[src/addr_map_pkg.sv]
// Constants and address decoding shared by both ends of the paged register link.
package addr_map_pkg;

  localparam int REG_W = 8;
  localparam int ADDR_W = 8;
  localparam int SPI_ADDR_W = 7;
  localparam int MAP_DEPTH = 256;

  localparam logic [7:0] STATUS_ADDR = 8'h73;
  localparam int PAGE_BIT = 4;
  localparam logic [7:0] STATUS_RST = 8'h00;
  localparam logic [7:0] MEM_RST = 8'h00;

  // Frame: one read flag bit, the address bits, then one data byte, MSB first.
  localparam logic [4:0] SPI_FRAME_LAST = 5'h0f;
  localparam logic [4:0] I2C_FRAME_LAST = 5'h10;
  localparam logic [4:0] SPI_ADDR_LAST = 5'h07;
  localparam logic [4:0] I2C_ADDR_LAST = 5'h08;

  localparam int REF_CLK_HZ = 50_000_000;
  localparam int SCLK_MAX_HZ = 10_000_000;
  // Least half period of the link clock, rounded up to whole reference cycles.
  localparam int SCLK_HALF_CYC = (REF_CLK_HZ + 2 * SCLK_MAX_HZ - 1) / (2 * SCLK_MAX_HZ);

  // Full map address from the transmitted address bits.
  function automatic logic [7:0] map_addr(input logic i2c, input logic page,
                                          input logic [7:0] a);
    logic [7:0] r;
    r = a;
    if (!i2c) begin
      if (a[6:0] == STATUS_ADDR[6:0]) begin
        r = STATUS_ADDR;
      end else begin
        r = {~page, a[6:0]};
      end
    end
    return r;
  endfunction : map_addr

  // Page value the SPI page bit must hold for a full map address.
  function automatic logic page_for(input logic [7:0] a);
    return ~a[7];
  endfunction : page_for

endpackage : addr_map_pkg

[src/reg_link_if.sv]
// Serial register link between the host end and the sensor end.
interface reg_link_if;
  logic sclk;
  logic cs_n;
  logic mosi;
  logic miso;
  logic i2c_sel;

  modport dev (
    input sclk,
    input cs_n,
    input mosi,
    input i2c_sel,
    output miso
  );

  modport host (
    output sclk,
    output cs_n,
    output mosi,
    output i2c_sel,
    input miso
  );
endinterface : reg_link_if

[src/sensor_regs_host.sv]
// Host end: turns register requests into link frames, switching page as needed.
module sensor_regs_host
  import addr_map_pkg::*;
#(
  parameter int HALF_CYC = SCLK_HALF_CYC
)(
  input wire logic ref_clk_i,
  input wire logic rst_i,
  reg_link_if.host link,
  input wire logic req_valid_i,
  input wire logic req_write_i,
  input wire logic req_i2c_i,
  input wire logic [ADDR_W-1:0] req_addr_i,
  input wire logic [REG_W-1:0] req_wdata_i,
  output logic req_ready_o,
  output logic done_o,
  output logic [REG_W-1:0] rdata_o,
  output logic page_o
);

  typedef enum logic [1:0] {
    ST_IDLE = 2'b00,
    ST_LOW = 2'b01,
    ST_HIGH = 2'b11,
    ST_TAIL = 2'b10
  } host_state_t;

  localparam logic [7:0] HALF_LAST = 8'(HALF_CYC - 1);

  host_state_t state, next_state;
  logic [7:0] div, next_div;
  logic [4:0] bit_idx, next_bit_idx;
  logic [4:0] last_idx, next_last_idx;
  logic [16:0] tx_sh, next_tx_sh;
  logic [REG_W-1:0] rx_sh, next_rx_sh;
  logic pend, next_pend;
  logic page_frame, next_page_frame;
  logic q_write, next_q_write;
  logic q_i2c, next_q_i2c;
  logic [ADDR_W-1:0] q_addr, next_q_addr;
  logic [REG_W-1:0] q_wdata, next_q_wdata;
  logic next_sclk, next_cs_n, next_mosi, next_i2c_sel;
  logic sclk_q, cs_n_q, mosi_q, i2c_sel_q;
  logic next_ready, next_done, next_page;
  logic [REG_W-1:0] next_rdata;

  assign link.sclk = sclk_q;
  assign link.cs_n = cs_n_q;
  assign link.mosi = mosi_q;
  assign link.i2c_sel = i2c_sel_q;

  // Left-aligned frame: read flag, address, data.
  function automatic logic [16:0] build(input logic i2c, input logic wr,
                                        input logic [7:0] a, input logic [7:0] d);
    logic [16:0] f;
    f = {~wr, a[6:0], d, 1'b0};
    if (i2c) begin
      f = {~wr, a, d};
    end
    return f;
  endfunction : build

  always_comb begin
    next_state = state;
    next_div = div;
    next_bit_idx = bit_idx;
    next_last_idx = last_idx;
    next_tx_sh = tx_sh;
    next_rx_sh = rx_sh;
    next_pend = pend;
    next_page_frame = page_frame;
    next_q_write = q_write;
    next_q_i2c = q_i2c;
    next_q_addr = q_addr;
    next_q_wdata = q_wdata;
    next_sclk = sclk_q;
    next_cs_n = cs_n_q;
    next_mosi = mosi_q;
    next_i2c_sel = i2c_sel_q;
    next_done = 1'b0;
    next_page = page_o;
    next_rdata = rdata_o;
    unique case (state)
      ST_IDLE: begin
        // A request counts only while ready stands, so the first edge after
        // reset, where ready is still low, cannot start a frame.
        if (pend || (req_valid_i && req_ready_o)) begin
          if (!pend) begin
            next_q_write = req_write_i;
            next_q_i2c = req_i2c_i;
            next_q_addr = req_addr_i;
            next_q_wdata = req_wdata_i;
          end
          next_state = ST_LOW;
          next_div = 8'h00;
          next_bit_idx = 5'h00;
          next_cs_n = 1'b0;
          next_sclk = 1'b0;
          next_i2c_sel = pend ? q_i2c : req_i2c_i;
          next_last_idx = next_i2c_sel ? I2C_FRAME_LAST : SPI_FRAME_LAST;
          next_page_frame = 1'b0;
          next_pend = 1'b0;
          if (!pend && !req_i2c_i && (req_addr_i[6:0] != STATUS_ADDR[6:0]) &&
              (page_for(req_addr_i) != page_o)) begin
            // Switch the page first; the request follows in the next frame.
            next_page_frame = 1'b1;
            next_pend = 1'b1;
            next_page = page_for(req_addr_i);
            next_tx_sh = build(1'b0, 1'b1, STATUS_ADDR,
                               8'(next_page) << PAGE_BIT);
          end else begin
            next_tx_sh = pend ? build(q_i2c, q_write, q_addr, q_wdata)
                              : build(req_i2c_i, req_write_i, req_addr_i, req_wdata_i);
            if (!pend && req_write_i && (req_i2c_i ? (req_addr_i == STATUS_ADDR)
                : (req_addr_i[6:0] == STATUS_ADDR[6:0]))) begin
              // A user write to the status byte moves the page too, so track it here.
              next_page = req_wdata_i[PAGE_BIT];
            end
          end
          next_mosi = next_tx_sh[16];
        end
      end
      ST_LOW: begin
        next_div = div + 8'h01;
        if (div == HALF_LAST) begin
          next_div = 8'h00;
          next_sclk = 1'b1;
          next_rx_sh = {rx_sh[REG_W-2:0], link.miso};
          next_state = ST_HIGH;
        end
      end
      ST_HIGH: begin
        next_div = div + 8'h01;
        if (div == HALF_LAST) begin
          next_div = 8'h00;
          next_sclk = 1'b0;
          if (bit_idx == last_idx) begin
            next_state = ST_TAIL;
          end else begin
            next_bit_idx = bit_idx + 5'h01;
            next_tx_sh = {tx_sh[15:0], 1'b0};
            next_mosi = tx_sh[15];
            next_state = ST_LOW;
          end
        end
      end
      ST_TAIL: begin
        next_div = div + 8'h01;
        if (div == HALF_LAST) begin
          next_div = 8'h00;
          next_cs_n = 1'b1;
          next_mosi = 1'b0;
          next_state = ST_IDLE;
          if (!page_frame) begin
            next_done = 1'b1;
            if (!q_write) begin
              next_rdata = rx_sh;
            end
          end
        end
      end
    endcase
    next_ready = (next_state == ST_IDLE) && !next_pend;
  end

  always_ff @(posedge ref_clk_i or posedge rst_i) begin
    if (rst_i) begin
      state <= ST_IDLE;
      div <= 8'h00;
      bit_idx <= 5'h00;
      last_idx <= 5'h00;
      tx_sh <= 17'h00000;
      rx_sh <= 8'h00;
      pend <= 1'b0;
      page_frame <= 1'b0;
      q_write <= 1'b0;
      q_i2c <= 1'b0;
      q_addr <= 8'h00;
      q_wdata <= 8'h00;
      sclk_q <= 1'b0;
      cs_n_q <= 1'b1;
      mosi_q <= 1'b0;
      i2c_sel_q <= 1'b0;
      req_ready_o <= 1'b0;
      done_o <= 1'b0;
      rdata_o <= 8'h00;
      page_o <= 1'b0;
    end else begin
      state <= next_state;
      div <= next_div;
      bit_idx <= next_bit_idx;
      last_idx <= next_last_idx;
      tx_sh <= next_tx_sh;
      rx_sh <= next_rx_sh;
      pend <= next_pend;
      page_frame <= next_page_frame;
      q_write <= next_q_write;
      q_i2c <= next_q_i2c;
      q_addr <= next_q_addr;
      q_wdata <= next_q_wdata;
      sclk_q <= next_sclk;
      cs_n_q <= next_cs_n;
      mosi_q <= next_mosi;
      i2c_sel_q <= next_i2c_sel;
      req_ready_o <= next_ready;
      done_o <= next_done;
      rdata_o <= next_rdata;
      page_o <= next_page;
    end
  end

endmodule : sensor_regs_host

[src/flat_wrapper.sv]
// flat-port wrapper written by rule: the top's interface ports become plain ports
module sensor_regs_host_flat import addr_map_pkg::*;
#(
  parameter int HALF_CYC = SCLK_HALF_CYC
)
  (ref_clk_i, rst_i, req_valid_i, req_write_i, req_i2c_i, req_addr_i, req_wdata_i, req_ready_o, done_o, rdata_o, page_o, link_sclk, link_cs_n, link_mosi, link_i2c_sel, link_miso);
  reg_link_if link_i ();
  input wire logic ref_clk_i;
  input wire logic rst_i;
  input wire logic req_valid_i;
  input wire logic req_write_i;
  input wire logic req_i2c_i;
  input wire logic [ADDR_W-1:0] req_addr_i;
  input wire logic [REG_W-1:0] req_wdata_i;
  output logic req_ready_o;
  output logic done_o;
  output logic [REG_W-1:0] rdata_o;
  output logic page_o;
  output wire logic [$bits(link_i.sclk)-1:0] link_sclk;
  output wire logic [$bits(link_i.cs_n)-1:0] link_cs_n;
  output wire logic [$bits(link_i.mosi)-1:0] link_mosi;
  output wire logic [$bits(link_i.i2c_sel)-1:0] link_i2c_sel;
  input wire logic [$bits(link_i.miso)-1:0] link_miso;
  assign link_sclk = link_i.sclk;
  assign link_cs_n = link_i.cs_n;
  assign link_mosi = link_i.mosi;
  assign link_i2c_sel = link_i.i2c_sel;
  assign link_i.miso = link_miso;
  sensor_regs_host #(.HALF_CYC(HALF_CYC)) u_core (.ref_clk_i(ref_clk_i), .rst_i(rst_i), .link(link_i), .req_valid_i(req_valid_i), .req_write_i(req_write_i), .req_i2c_i(req_i2c_i), .req_addr_i(req_addr_i), .req_wdata_i(req_wdata_i), .req_ready_o(req_ready_o), .done_o(done_o), .rdata_o(rdata_o), .page_o(page_o));
endmodule
[config.mk]
export PLATFORM = sky130hd
export DESIGN_NAME = sensor_regs_host_flat
export DESIGN_NICKNAME = d
export VERILOG_FILES = /design/src/addr_map_pkg.sv /design/src/reg_link_if.sv /design/src/sensor_regs_host.sv /design/src/flat_wrapper.sv
export SDC_FILE = /design/constraint.sdc
export NUM_CORES = 1
export LEC_CHECK = 0
export BUFFER_PORTS_ARGS = -buffer_cell sky130_fd_sc_hd__clkbuf_2
export CORE_MARGIN = 10
export CORE_UTILIZATION = 30
export CTS_CLUSTER_SIZE = 40
export DETAILED_ROUTE_END_ITERATION = 6
export SLEW_MARGIN = 20
export SYNTH_ARGS = -nofsm -noshare
export SYNTH_HDL_FRONTEND = slang
export SYNTH_SLANG_ARGS = --single-unit
[constraint.sdc]
create_clock -name ref_clk_i -period 5.1 [get_ports ref_clk_i]
set_input_delay 0.51 -clock ref_clk_i [delete_from_list [all_inputs] [get_ports ref_clk_i]]
set_output_delay 0.51 -clock ref_clk_i [all_outputs]
set_load 0.02 [all_outputs]
==> out/metrics.csv <==
metric;value;unit
grt_setup_unrepaired;no;
die_width;133.3;um
ys_warn_count;0;
coreArea;12570;um^2
power_density;287.7;nW/um^2
met2_wirelength;3969;um
gr-total-overflow;0;
synth_cell_types;50;
cp_top_family;simple AND/OR/NAND/NOR gates;
synth.area.top_cells;dfrtp_1 47%, mux2_2 11%, mux2i_1 4.4%;
drcViolationCount;0;
max_stage_delay;0.55;ns
grt_max_degree;75;
place_area;4185;um^2
seq_area_frac_synth;0.4815;
period_minus_slack;2.857;ns
seq_area;1853;um^2
clk_latency;0.34;ns
drive_above_1_share;0.2891;
antenna_found_initial;0;
cp.arrival;3.08;ns
tritoncts;yes;
syn_area_per_cell;11.06;um^2
io_pins;37;
synthTopCellsByCount;73 x dfrtp_1, 39 x mux2_2, 30 x nand2_1, 21 x o21ai_0, 19 x a21oi_1;
post-synth-top-count-cell;dfrtp_1;
top_layer_used;met4;
required;5.32;ns
die_y;133.3;um
timing.final.crit_share;0.5601;
max_slew_margin;0.3535;
hp-class;input port to flip-flop;
first_pass_iters;4;
synth.ff_latch_count;74;
fin_nets;404;
final_cell_count_no_fill;556;
cts_sinks;74;
hold_viol;0;
max_clock_freq;350.1;MHz
slew_viol_final;0;
endpoint_kind;flip-flop;
numCtsBuffers;9;
grt_pass1_vias;2708;
viasPerCell;4.809;
netlist_area;3849;um^2
place.port_buffers;36;
grt_pass1_wl;14230;um
fillers;1236;
drt-total-wl;8201;um
met1_length;3823;um
cts_setup_buffers;0;
setup_viol;0;
path_cells;inv_1, ha_1, or4b_4, nor4_4, nand2_1, o21ai_4, mux2_2;
area_delta_synth_final;16.51;%
drt_iter0_drc;103;
cts_buffer_depth;2;
clock_skew;0.006186;ns
num_antenna_cells;0;
worst_setup_path_start_kind;flip-flop;
initial_utilization;0.3062;
vias;2674;
clk_pin_slew;0.06;ns
vdd_drop_max;0.1863;mV
dp_cells;540;
holdBufCountCts;0;
wl_per_cell;14.75;um
met3WireLength;207;um
cp_slowest_cell;o21ai_4;
root_buffer;clkbuf_16;
outcome;finished, final reports clean;
synthFlopType;dfrtp_1;
async_reset_ff_frac;1.000;
synth_top_area_share;0.4746;
drtAntennaViolNets;0;
postLayoutCoreUtil;0.3568;
power_leakage;0.002041;uW
place.gp.congestion;0.7565;
fin_tns_setup;0;ns
die-area;17760;um^2
syn-num-nets;373;
multi_input_area;1877;um^2
worstSetupPathType;flip-flop to flip-flop;
hpwl;5671;um
cts_repair_resize_count;0;
grt_usage;0.09825;
drv_cap;0;
synth_edf_count;0;
synth_area_leader_cell;dfrtp_1;
synthCells;348;
worst_slew_pin_slew;0.9698;ns
htreeDepth;3;
path_buf_inv;1;
post-route-cell-area;4484;um^2
rows;41;
critPathMaxFanout;18;
per-stage QoR:
stage                     total power, uW  hold WS [ns]  setup WS (ns)
after detailed placement            657.8        0.4628          2.228
after CTS                            1307        0.3973          2.214
final                                1290        0.4081          2.243
after global routing                 1337        0.4243          2.009
after global placement              656.3        0.4541          2.327
after floorplan                     636.3        0.4221          2.614
cells by family (layout without fill, tap and decap cells):
logic type	after synthesis	count (layout)	share of synthesized area
buffers and inverters	28	64	0.03089
multiplexers	73	73	0.2159
AO/OA/AOI/OAI	74	74	0.1265
flip-flops	74	74	0.4815
adder cells (fa/ha/maj)	3	3	0.009754
XOR/XNOR	5	5	0.01138
AND/OR/NAND/NOR	91	91	0.1242
area by class of cell:
type,count,area share
clock inverters,2,0.007813
repair buffers,40,0.04688
clock buffers,14,0.05887
well taps,172,0.04799
inverters,8,0.006696
multi-input cells,246,0.4185
flip-flops and latches,74,0.4132
report_power, final:
group | leakage, uW | internal [uW] | switching, uW
registers | 0.000975 | 596 | 4.58
clock network | 0.000147 | 405 | 239
logic | 0.000920 | 17.8 | 27.7
cells in the final DEF (no fill, tap or decap), types with 4 or more instances in the layout:
cell / instances
inv_1: 7
mux2_1: 9
buf_4: 4
nor2b_1: 12
clkbuf_2: 36
o21ai_0: 21
xor2_1: 4
mux2i_1: 17
nand2_1: 30
mux2_2: 39
a22o_1: 9
nor2_1: 16
a211oi_1: 12
nand3_1: 8
clkbuf_16: 9
mux2_4: 8
dfrtp_1: 73
a21oi_1: 19
registers in the layout (all words and copies together) (netlist names), 5 cells and up:
signal and count:
u_core.bit_idx 5, u_core.div 8, u_core.q_addr 8, u_core.q_wdata 8, u_core.rdata_o 8, u_core.rx_sh 8, u_core.tx_sh 16
metal layers:
metal  vias up  GRT usage
met3        12    0.01617
met2        28     0.1520
met1      1306     0.1269
li1       1328          -
met5         -          0
met4         0    0.05623
final timing paths:
| path | startpoint | slack [ns] | to | cells after the start |
|---|---|---|---|---|
| hold reg to reg | u_core.page_frame | 0.46 | u_core.done_o | 1 |
| max in group asynchronous | rst_i | 4.05 | u_core.q_addr[1] | 3 |
| setup / recovery | u_core.div[0] | 2.24 | u_core.tx_sh[11] | 7 |
| setup reg to reg | u_core.div[0] | 2.24 | u_core.tx_sh[11] | 7 |
| min in group asynchronous | rst_i | 0.44 | u_core.rx_sh[0] | 3 |
| hold / removal | link_miso | 0.41 | u_core.rx_sh[0] | 2 |
Power figures use the tool's default switching activity.
